<file path="src/design/scc_pkg.sv">
// package for the system clock control block: register map, fields, resets
// assumes a 32-bit apb bus whose byte address is four times the register index

package scc_pkg;

  // ***********************************************************
  // bus geometry
  // ***********************************************************
  localparam int ADDR_W = 18;
  localparam int DATA_W = 32;

  // ***********************************************************
  // register indexes, byte address is index times four
  // ***********************************************************
  localparam logic [15:0] IDX_CTRL = 16'hff10;
  localparam logic [15:0] IDX_FILT = 16'hff11;
  localparam logic [15:0] IDX_RATIO = 16'hff12;
  localparam logic [15:0] IDX_SRC = 16'hff18;
  localparam logic [15:0] IDX_IRQ_STAT = 16'hff19;
  localparam logic [15:0] IDX_IRQ_EN = 16'hff1a;
  localparam logic [15:0] IDX_IRQ_CLR = 16'hff1b;

  // ***********************************************************
  // control and status field positions
  // ***********************************************************
  localparam int CTRL_FAULT_BIT = 7;
  localparam int CTRL_VSEL_LO = 5;
  localparam int CTRL_WDCLR_BIT = 2;
  localparam int CTRL_WDARM_BIT = 1;
  localparam int CTRL_PD_BIT = 0;

  // loop filter and ratio field positions
  localparam int FILT_RES_LO = 2;
  localparam int FILT_CP_LO = 0;
  localparam int RATIO_MULT_LO = 4;
  localparam int RATIO_REF_LO = 2;
  localparam int RATIO_SCALE_LO = 0;

  // source select register and interrupt bits
  localparam int SRC_SEL_BIT = 0;
  localparam int SRC_ACTIVE_BIT = 1;
  localparam int IRQ_SWITCHED_BIT = 0;
  localparam int IRQ_LOCK_LOST_BIT = 1;
  localparam int IRQ_FALLBACK_BIT = 2;
  localparam int IRQ_W = 3;

  // ***********************************************************
  // reset values
  // ***********************************************************
  localparam logic [1:0] RST_VSEL = 2'h2;
  localparam logic RST_PD = 1'b1;
  localparam logic [1:0] RST_RES = 2'h0;
  localparam logic [1:0] RST_CP = 2'h2;
  localparam logic [3:0] RST_MULT = 4'h1;
  localparam logic [1:0] RST_REF = 2'h0;
  localparam logic [1:0] RST_SCALE = 2'h0;

endpackage

</file>
<file path="src/design/scc_clock_control.sv">
// system clock control: apb registers, source switch and glitch free divider
// assumes crystal and synthesiser ticks arrive as one-cycle pulses on pclk,
// and the analogue core reports lock as a level synchronous to pclk
//
// The APB register port was decided locally.
`timescale 1ns/1ns

module scc_clock_control
  import scc_pkg::*;
(
  // clock and reset
  input wire logic pclk,
  input wire logic presetn,
  // apb slave
  input wire logic psel,
  input wire logic penable,
  input wire logic pwrite,
  input wire logic [ADDR_W-1:0] paddr,
  input wire logic [DATA_W-1:0] pwdata,
  output logic [DATA_W-1:0] prdata,
  output logic pready,
  output logic pslverr,
  // clock sources
  input wire logic xtal_tick,
  input wire logic synth_tick,
  input wire logic synth_locked,
  // analogue synthesiser controls
  output logic synth_power_down,
  output logic [1:0] test_ctrl_volt_sel,
  output logic [1:0] loop_filter_res_sel,
  output logic [1:0] charge_pump_sel,
  output logic [3:0] feedback_mult_code,
  output logic [1:0] ref_div_code,
  output logic [4:0] synth_mult_m,
  output logic [2:0] synth_div_n,
  // watchdog strobes
  output logic watchdog_clear,
  output logic watchdog_arm,
  // system clock
  output logic sys_clk_en,
  output logic sys_clk_from_synth,
  // interrupt
  output logic irq
);

  // ***********************************************************
  // helpers
  // ***********************************************************
  // address hit for a register index on an aligned word
  function automatic logic reg_hit(input logic [ADDR_W-1:0] a, input logic [15:0] idx);
    reg_hit = (a[1:0] == 2'b00) && (a[ADDR_W-1:2] == idx);
  endfunction

  // last count value of an output period for a scale code, one less than its ticks
  function automatic logic [2:0] scale_last(input logic [1:0] code);
    case (code)
      2'b00: scale_last = 3'h0;
      2'b01: scale_last = 3'h1;
      2'b10: scale_last = 3'h3;
      default: scale_last = 3'h7;
    endcase
  endfunction

  // ***********************************************************
  // bus decode
  // ***********************************************************
  logic setup_ph;
  logic wr_acc;
  logic hit_ctrl;
  logic hit_filt;
  logic hit_ratio;
  logic hit_src;
  logic hit_stat;
  logic hit_en;
  logic hit_clr;
  logic hit_any;

  assign setup_ph = psel && !penable;
  assign wr_acc = psel && penable && pwrite;
  assign hit_ctrl = reg_hit(paddr, IDX_CTRL);
  assign hit_filt = reg_hit(paddr, IDX_FILT);
  assign hit_ratio = reg_hit(paddr, IDX_RATIO);
  assign hit_src = reg_hit(paddr, IDX_SRC);
  assign hit_stat = reg_hit(paddr, IDX_IRQ_STAT);
  assign hit_en = reg_hit(paddr, IDX_IRQ_EN);
  assign hit_clr = reg_hit(paddr, IDX_IRQ_CLR);
  assign hit_any = hit_ctrl | hit_filt | hit_ratio | hit_src | hit_stat | hit_en | hit_clr;

  // zero wait state; unmapped addresses answer with an error
  assign pready = 1'b1;
  assign pslverr = psel && penable && !hit_any;

  // ***********************************************************
  // software registers
  // ***********************************************************
  logic pd_reg;
  logic [1:0] vsel_reg;
  logic [1:0] res_reg;
  logic [1:0] cp_reg;
  logic [3:0] mult_reg;
  logic [1:0] ref_reg;
  logic [1:0] scale_reg;
  logic src_sel_reg;
  logic [IRQ_W-1:0] irq_en_reg;

  // control register writable fields
  always_ff @(posedge pclk or negedge presetn) begin
    if (!presetn) begin
      pd_reg <= RST_PD;
      vsel_reg <= RST_VSEL;
    end else if (wr_acc && hit_ctrl) begin
      pd_reg <= pwdata[CTRL_PD_BIT];
      vsel_reg <= pwdata[CTRL_VSEL_LO +: 2];
    end
  end

  // loop filter, ratio and divider fields
  always_ff @(posedge pclk or negedge presetn) begin
    if (!presetn) begin
      res_reg <= RST_RES;
      cp_reg <= RST_CP;
      mult_reg <= RST_MULT;
      ref_reg <= RST_REF;
      scale_reg <= RST_SCALE;
    end else begin
      if (wr_acc && hit_filt) begin
        res_reg <= pwdata[FILT_RES_LO +: 2];
        cp_reg <= pwdata[FILT_CP_LO +: 2];
      end
      if (wr_acc && hit_ratio) begin
        mult_reg <= pwdata[RATIO_MULT_LO +: 4];
        ref_reg <= pwdata[RATIO_REF_LO +: 2];
        scale_reg <= pwdata[RATIO_SCALE_LO +: 2];
      end
    end
  end

  // source select and interrupt enable
  always_ff @(posedge pclk or negedge presetn) begin
    if (!presetn) begin
      src_sel_reg <= 1'b0;
      irq_en_reg <= '0;
    end else begin
      if (wr_acc && hit_src) begin
        src_sel_reg <= pwdata[SRC_SEL_BIT];
      end
      if (wr_acc && hit_en) begin
        irq_en_reg <= pwdata[IRQ_W-1:0];
      end
    end
  end

  // watchdog strobes: one cycle per write of a 1, a 0 does nothing
  always_ff @(posedge pclk or negedge presetn) begin
    if (!presetn) begin
      watchdog_clear <= 1'b0;
      watchdog_arm <= 1'b0;
    end else begin
      watchdog_clear <= wr_acc && hit_ctrl && pwdata[CTRL_WDCLR_BIT];
      watchdog_arm <= wr_acc && hit_ctrl && pwdata[CTRL_WDARM_BIT];
    end
  end

  // ***********************************************************
  // synthesiser status and ratio outputs
  // ***********************************************************
  logic lock_fault;
  // powered down counts as not stable, whatever the core reports
  assign lock_fault = pd_reg || !synth_locked;

  assign synth_power_down = pd_reg;
  assign test_ctrl_volt_sel = vsel_reg;
  assign loop_filter_res_sel = res_reg;
  assign charge_pump_sel = cp_reg;
  assign feedback_mult_code = mult_reg;
  assign ref_div_code = ref_reg;

  // actual ratio terms, registered so the analogue side sees clean levels
  always_ff @(posedge pclk or negedge presetn) begin
    if (!presetn) begin
      synth_mult_m <= 5'h00;
      synth_div_n <= 3'h0;
    end else begin
      synth_mult_m <= {1'b0, mult_reg} + 5'h01;
      synth_div_n <= {1'b0, ref_reg} + 3'h1;
    end
  end

  // ***********************************************************
  // source switch and divider
  // ***********************************************************
  logic active_src_reg;
  logic [2:0] div_cnt_reg;
  logic [1:0] scale_cur_reg;
  logic src_tick;
  logic at_boundary;
  logic fallback;
  logic switch_up;

  assign src_tick = active_src_reg ? synth_tick : xtal_tick;
  assign at_boundary = src_tick && (div_cnt_reg == scale_last(scale_cur_reg));
  // a failing synthesiser may stop ticking, so fallback cannot wait for a boundary
  assign fallback = active_src_reg && lock_fault;
  assign switch_up = at_boundary && !active_src_reg && src_sel_reg && !lock_fault;

  // scale only changes at the end of a whole output period; source too, except on fallback
  always_ff @(posedge pclk or negedge presetn) begin
    if (!presetn) begin
      active_src_reg <= 1'b0;
      scale_cur_reg <= RST_SCALE;
    end else if (fallback) begin
      active_src_reg <= 1'b0;
    end else if (at_boundary) begin
      scale_cur_reg <= scale_reg;
      active_src_reg <= src_sel_reg && !lock_fault;
    end
  end

  // tick counter; restarts on fallback so crystal periods start whole
  always_ff @(posedge pclk or negedge presetn) begin
    if (!presetn) begin
      div_cnt_reg <= 3'h0;
    end else if (fallback || at_boundary) begin
      div_cnt_reg <= 3'h0;
    end else if (src_tick) begin
      div_cnt_reg <= div_cnt_reg + 3'h1;
    end
  end

  // enable pulse marks each completed output period, except one that ends in a fallback cycle
  always_ff @(posedge pclk or negedge presetn) begin
    if (!presetn) begin
      sys_clk_en <= 1'b0;
    end else begin
      sys_clk_en <= at_boundary && !fallback;
    end
  end

  assign sys_clk_from_synth = active_src_reg;

  // ***********************************************************
  // interrupts
  // ***********************************************************
  logic [IRQ_W-1:0] irq_stat_reg;
  logic [IRQ_W-1:0] irq_evt;
  logic locked_d_reg;

  // lock loss seen as a falling edge of the healthy state
  always_ff @(posedge pclk or negedge presetn) begin
    if (!presetn) begin
      locked_d_reg <= 1'b0;
    end else begin
      locked_d_reg <= !lock_fault;
    end
  end

  always_comb begin
    irq_evt = '0;
    irq_evt[IRQ_SWITCHED_BIT] = switch_up;
    irq_evt[IRQ_LOCK_LOST_BIT] = locked_d_reg && lock_fault;
    irq_evt[IRQ_FALLBACK_BIT] = fallback;
  end

  // sticky status; an event in the clearing cycle wins over the clear
  always_ff @(posedge pclk or negedge presetn) begin
    if (!presetn) begin
      irq_stat_reg <= '0;
    end else if (wr_acc && hit_clr) begin
      irq_stat_reg <= (irq_stat_reg & ~pwdata[IRQ_W-1:0]) | irq_evt;
    end else begin
      irq_stat_reg <= irq_stat_reg | irq_evt;
    end
  end

  assign irq = |(irq_stat_reg & irq_en_reg);

  // ***********************************************************
  // read data, captured in the setup cycle
  // ***********************************************************
  logic [DATA_W-1:0] rd_mux;

  // watchdog strobes and the clear register read as zero
  always_comb begin
    rd_mux = '0;
    if (hit_ctrl) begin
      rd_mux[CTRL_FAULT_BIT] = lock_fault;
      rd_mux[CTRL_VSEL_LO +: 2] = vsel_reg;
      rd_mux[CTRL_PD_BIT] = pd_reg;
    end else if (hit_filt) begin
      rd_mux[FILT_RES_LO +: 2] = res_reg;
      rd_mux[FILT_CP_LO +: 2] = cp_reg;
    end else if (hit_ratio) begin
      rd_mux[RATIO_MULT_LO +: 4] = mult_reg;
      rd_mux[RATIO_REF_LO +: 2] = ref_reg;
      rd_mux[RATIO_SCALE_LO +: 2] = scale_reg;
    end else if (hit_src) begin
      rd_mux[SRC_SEL_BIT] = src_sel_reg;
      rd_mux[SRC_ACTIVE_BIT] = active_src_reg;
    end else if (hit_stat) begin
      rd_mux[IRQ_W-1:0] = irq_stat_reg;
    end else if (hit_en) begin
      rd_mux[IRQ_W-1:0] = irq_en_reg;
    end
  end

  always_ff @(posedge pclk or negedge presetn) begin
    if (!presetn) begin
      prdata <= '0;
    end else if (setup_ph && !pwrite) begin
      prdata <= rd_mux;
    end
  end
endmodule

</file>
<file path="config.mk">
export PLATFORM = sky130hd
export DESIGN_NAME = scc_clock_control
export DESIGN_NICKNAME = d
export VERILOG_FILES = /design/src/design/scc_pkg.sv /design/src/design/scc_clock_control.sv
export SDC_FILE = /design/constraint.sdc
export NUM_CORES = 1
export LEC_CHECK = 0
export BUFFER_PORTS_ARGS = -buffer_cell sky130_fd_sc_hd__buf_2
export CORE_MARGIN = 1.5
export CORE_UTILIZATION = 30
export DETAILED_ROUTE_END_ITERATION = 8
export GPL_TIMING_DRIVEN = 0
export SLEW_MARGIN = 15
export SYNTH_ARGS = -nofsm -noshare
export SYNTH_HDL_FRONTEND = slang
export SYNTH_SLANG_ARGS = --single-unit
</file>
<file path="constraint.sdc">
create_clock -name pclk -period 1.3 [get_ports pclk]
set_input_delay 0.065 -clock pclk [delete_from_list [all_inputs] [get_ports pclk]]
set_output_delay 0.065 -clock pclk [all_outputs]
set_load 0.01 [all_outputs]
</file>
==> summary.txt, run 1 <==
Outcome
  – Status: complete, but fails checks
  – Failing checks: hold timing, setup timing

Pwr
  – Max VDD drop: 0.000474 V
  – PD cells: 940 nW/µm²
  – Leak Pwr: 1.80 nW

Routing
  – DRC Markers: 0
  – WL per Instance: 13.5 µm
  – Iter 0 DRT Violations: 61
  – Vias per std cell: 4.54
  – Vias: 1999
  – Final WL: 5960 µm
  – Drt first pass iters: 4
  – Final ANT Viol Nets: 0

Synth
  – Number of synthesized flops with an enable pin: 0
  – Synth Warn #: 0
  – Mapped cell area: 2440 µm²
  – Syn Area/Cell: 11.0 µm²
  – FF+latch count, synth: 48
  – Largest cells by area after synthesis: dfrtp_1 (45%), mux2_2 (9.2%), buf_4 (7.7%)
  – Register area share after synthesis: 49.4%
  – Yosys top cell area share: 45.1%
  – Async SR Flop Fraction: 100%
  – Mapped Cells: 222
  – Synth unique cells: 46
  – Top FF cell, synth: dfrtp_1
  – Cell taking the most area after synthesis: dfrtp_1

Min path
  – Worst Hold Class: in2async

Place
  – GP Congestion: 0.787
  – # placed instances: 415
  – IO Port Bufs: 68
  – Placed Area: 3060 µm²
  – Post-DP HPWL: 4330 µm

Die
  – Die width: 93.2 µm
  – IO Pins: 118
  – Die ar.: 8690 µm²
  – Initial core utilization: 31.3%
  – Die height: 93.2 µm
  – Site Rows: 32
  – Core ar.: 7810 µm²

Flow run
  – Max-cap violations: 0

STA
  – Final hold slack: -61.9 ps
  – Max Freq: 0.695 GHz
  – Final worst-path cycle share: 111%
  – Clock skew: 5.59 ps
  – Final Max Slew Viols: 0
  – Setup-failing EPs final: 21
  – RSZ-0062 raised after global routing: true
  – Setup_tns: -1230 ps
  – Max-slew headroom: 30.5%
  – Final hold vios: 42
  – Minimum clock period: 1440 ps
  – Worst slew pin tran: 1040 ps
  – Final Worst Setup Slack: -140 ps

Worst setup path
  – R2r endpoint: scale_cur_reg[0]
  – Worst Path Max Fanout: 3
  – Worst path cell trace: or3_4 > o22ai_4 > nor2_2 > nor2_2 > a22o_1
  – Slowest-stage cell, CP: or3_4
  – Worst setup path class: reg2reg
  – Most common cell on crit path: nor2_2
  – R2R cell count: 5
  – CP arrival: 1670 ps
  – Reg2reg setup slack: -140 ps
  – CP top delay family: simple AND/OR/NAND/NOR gates
  – Buffers plus inverters on the worst setup path: 0
  – Crit path launch type: flop
  – Crit path largest cell delay: 430 ps
  – Critical Path RT: 1530 ps
  – Reg-to-Reg Start: scale_cur_reg[1]
  – Worst setup EP type: flop

Final layout
  – Finished Layout Cells: 440
  – Layout Utilization: 43.7%
  – Area Overhead vs Synth: 39.7%
  – Most flop-heavy register: prdata
  – Layout Nets: 398
  – Most common cell after layout, fill and taps aside: buf_2
  – Ant. Diodes: 0
  – Most frequent cells in the layout: buf_2 (66), dfrtp_1 (43), buf_4 (38)
  – Layout cells sized above 1: 50.6%
  – Fin area: 3410 µm²
  – Largest register FFs: 8

CTS
  – Skew-Pair Late Insertion Delay: 290 ps
  – CTS HTree Levels: 2
  – CTS max path bufs: 2
  – Clock slew at reported path FFs: 90 ps
  – CTS tree: built
  – Clk sinks: 48
  – Root Driver: clkbuf_8
  – CTS buffer count: 5

Global routing
  – GRT Overall Usage: 14.1%
  – Initial antenna violation count: 0
  – Largest net degree at the start of global routing: 48
  – Vias in the first global route: 1928
  – GRT overflow: 0
  – First-pass GRT wire length: 9640 µm
cell type report:
| cell class | count | area (µm²) |
|---|---|---|
| Sequential cell | 48 | 1210 |
| Inverter | 7 | 28.8 |
| Buffer | 31 | 220 |
| Clock buffer | 7 | 86.3 |
| Clock inverter | 1 | 7.51 |
| Timing Repair Buffer | 86 | 503 |
| Tap cell | 102 | 128 |
| Fill cell | 801 | 4400 |
| Multi-Input combinational cell | 158 | 1230 |
through the flow:
step / hold WS, ps / power (mW) / setup slack [ps]
2_1_floorplan: -231 / 2.02 / -195
3_3_place_gp: 298 / 2.17 / -471
3_5_place_dp: 301 / 2.19 / -496
4_1_cts: -16.3 / 3.23 / -155
5_1_grt: 5.46 / 3.39 / -226
6_report: -61.9 / 3.21 / -140
Yosys cell counts (5+ instances only):
master,number
o21ai_0,5
inv_1,6
and3_1,7
dfrtp_1,44
nand2_1,15
nor2_1,12
nand3_1,12
clkbuf_1,6
mux2i_1,6
buf_4,25
nor3_1,5
mux2_2,20
kinds of logic after synthesis:
family          share of synthesized area (%)
compound gates                           8.71
xor+xnor                                 1.79
fa+ha+maj                                1.54
buf+inv                                  9.89
flops                                    49.4
mux                                      11.7
other cells                             0.307
simple gates                             16.7
where the power goes:
| part | internal [mW] | switching (mW) |
|---|---|---|
| sequential | 1.55 | 0.0619 |
| combinational | 0.333 | 0.353 |
| clock | 0.433 | 0.477 |
per-layer routing:
metal	wire [µm]	vias to the layer above	global-route usage, %
li1	-	966	-
met1	2800	964	19.1
met2	2840	69	23.4
met3	318	0	3.17
met4	0	0	2.65
met5	0	-	0
how the worst max path moves through the flow:
stage,startpoint,to,slack (ps),cells after the start
detailed placement,paddr[2],feedback_mult_code[3],-500,6
global placement,paddr[2],scale_reg[0],-470,6
finish,scale_cur_reg[1],scale_cur_reg[0],-140,5
floorplan,paddr[9],feedback_mult_code[1],-190,4
global route,scale_cur_reg[1],scale_cur_reg[0],-230,5
CTS,irq_stat_reg[0],irq,-160,3
timing repair:
item                                    in CTS  in global routing
pin swaps                                   11                 11
endpoints found under the hold margin        4                  0
hold buffers                                 3                  0
gates resized for setup                     15                 16
endpoints found under the setup margin      32                 35
setup buffers                                9                  7
Power figures use the tool's default switching activity.
==> run 2: changes to the inputs <==
--- a/config.mk
+++ b/config.mk
@@ -10,7 +10,7 @@
 export CORE_UTILIZATION = 30
 export DETAILED_ROUTE_END_ITERATION = 8
 export GPL_TIMING_DRIVEN = 0
-export SLEW_MARGIN = 15
+export SETUP_SLACK_MARGIN = 0.4
 export SYNTH_ARGS = -nofsm -noshare
 export SYNTH_HDL_FRONTEND = slang
 export SYNTH_SLANG_ARGS = --single-unit
==> summary.txt, run 2 (synthesized netlist as in run 1, its figures left out) <==
Final layout
  – Layout Utilization: 49.2% (+5.5 points)
  – Fillers: 727 (-9.2%)
  – Most common cell after layout, fill and taps aside: buf_2
  – Ant. Diodes: 0 (unchanged)
  – Finished Layout Cells: 464 (+5.5%)
  – Fin area: 3840 µm² (+13%)
  – Most flop-heavy register: prdata
  – Layout Nets: 422 (+6.0%)
  – Most frequent cells in the layout: buf_2 (54), buf_4 (50), dfrtp_1 (41)
  – Area Overhead vs Synth: 57.3%
  – Largest register FFs: 8 (unchanged)
  – Layout cells sized above 1: 58.6% (+8.0 points)

CTS
  – CTS Hold Buffers Added: 5 (+2)
  – Skew-Pair Late Insertion Delay: 310 ps (+20 ps)
  – Root Driver: clkbuf_8
  – CTS tree: built
  – Clk sinks: 48 (unchanged)
  – CTS buffer count: 5 (unchanged)
  – CTS max path bufs: 2 (unchanged)
  – CTS HTree Levels: 2 (unchanged)
  – Clock slew at reported path FFs: 90 ps (about the same)

STA
  – Max Freq: 0.698 GHz (+0.42%)
  – Max-slew headroom: 55.2% (+25 points)
  – Setup_tns: -1500 ps (-268 ps)
  – Worst slew pin tran: 671 ps (-371 ps)
  – Final Worst Setup Slack: -134 ps (+6.05 ps)
  – Final hold slack: -204 ps (-142 ps)
  – Minimum clock period: 1430 ps (-6.05 ps)
  – RSZ-0062 raised after global routing: true
  – Setup-failing EPs final: 25 (+19%)
  – Final worst-path cycle share: 110% (-0.47 points)
  – Final hold vios: 44 (+4.8%)
  – Clock skew: 13.5 ps (+7.92 ps)
  – Final Max Slew Viols: 0 (unchanged)

Worst setup path
  – Crit path launch type: flop
  – Worst setup path class: reg2reg
  – CP arrival: 1640 ps (-30 ps)
  – Critical Path RT: 1510 ps (-20 ps)
  – Worst setup EP type: flop
  – Reg2reg setup slack: -130 ps (about the same)
  – Worst Path Max Fanout: 3 (unchanged)

Outcome
  – Status: complete, but fails checks
  – Failing checks: hold timing, setup timing

Routing
  – WL per Instance: 13.3 µm (-1.9%)
  – Iter 0 DRT Violations: 81 (+33%)
  – Drt first pass iters: 4 (unchanged)
  – Final ANT Viol Nets: 0 (unchanged)
  – Vias: 2092 (+4.7%)
  – DRC Markers: 0 (unchanged)
  – Vias per std cell: 4.51 (-0.76%)
  – Final WL: 6170 µm (+3.5%)

Die
  – Core ar.: 7810 µm² (unchanged)
  – Die ar.: 8690 µm² (unchanged)
  – Initial core utilization: 31.3% (unchanged)
  – Site Rows: 32 (unchanged)
  – IO Pins: 118 (unchanged)
  – Die width: 93.2 µm (unchanged)
  – Die height: 93.2 µm (unchanged)

Global routing
  – GRT overflow: 0 (unchanged)
  – Vias in the first global route: 2062 (+7.0%)
  – Largest net degree at the start of global routing: 49 (+2.1%)
  – First-pass GRT wire length: 10000 µm (+3.8%)
  – Initial antenna violation count: 0 (unchanged)
  – GRT Overall Usage: 15.1% (+0.91 points)

Place
  – Post-DP HPWL: 4350 µm (+0.43%)
  – DP Worst Slack: -496 ps (-0.457 ps)
  – Placed Area: 3090 µm² (+0.86%)
  – # placed instances: 415 (unchanged)
  – GP Congestion: 0.786 (-0.22%)
  – IO Port Bufs: 68 (unchanged)

Pwr
  – Leak Pwr: 1.98 nW (+10%)
  – PD cells: 834 nW/µm² (-11%)
  – Max VDD drop: 0.000338 V (-29%)
  – Overall power: 3.20 mW (-0.11%)

Flow run
  – Max-cap violations: 0 (unchanged)

Min path
  – Worst Hold Class: in2async
[run 2: area by class of cell]
type	instances	area, µm²	share of cell area (%)
Tap cell	102	128	3.32
Timing Repair Buffer	109	810	21.1
Sequential cell	48	1210	31.5
Buffer	32	228	5.93
Inverter	7	28.8	0.749
Multi-Input combinational cell	158	1350	35.2
Clock buffer	5	68.8	1.79
Clock inverter	3	18.8	0.488
[run 2: final timing paths]
kind | cells after the start | end | from
hold / removal | 1 | div_cnt_reg[1] | presetn
setup reg to reg | 5 | sys_clk_from_synth | scale_cur_reg[1]
hold reg to reg | 1 | synth_div_n[0] | ref_div_code[0]
setup / recovery | 5 | sys_clk_from_synth | scale_cur_reg[1]
max in group asynchronous | 1 | feedback_mult_code[1] | presetn
min in group pclk | 3 | sys_clk_from_synth | synth_locked
[run 2: timing repair]
item,in CTS,in global routing
gates resized for setup,40,34
endpoints found under the setup margin,70,81
pin swaps,15,12
hold endpoints to repair,51,44
buffers inserted,30,6
[run 2: power by group]
group          switching, mW  internal [mW]  total, mW
clock network          0.520          0.376      0.896
registers             0.0624           1.55       1.61
logic                  0.357          0.338      0.695
total                  0.939           2.26       3.20
[run 2: critical path, cell delays in order (launching register included)]
cell and delay, ps:
dfrtp_1 400, or3_4 420, o22ai_4 190, o21ai_2 90
mux2i_1 160, nor2_1 60
[run 2: routing by layer]
metal  vias to the layer above  track usage [%]  wire length (µm)
li1                       1018                -                 -
met1                       988             19.6              2720
met2                        79             23.6              2980
met3                         7             5.53               386
met4                         0             3.79                84
met5                         -                0                 0
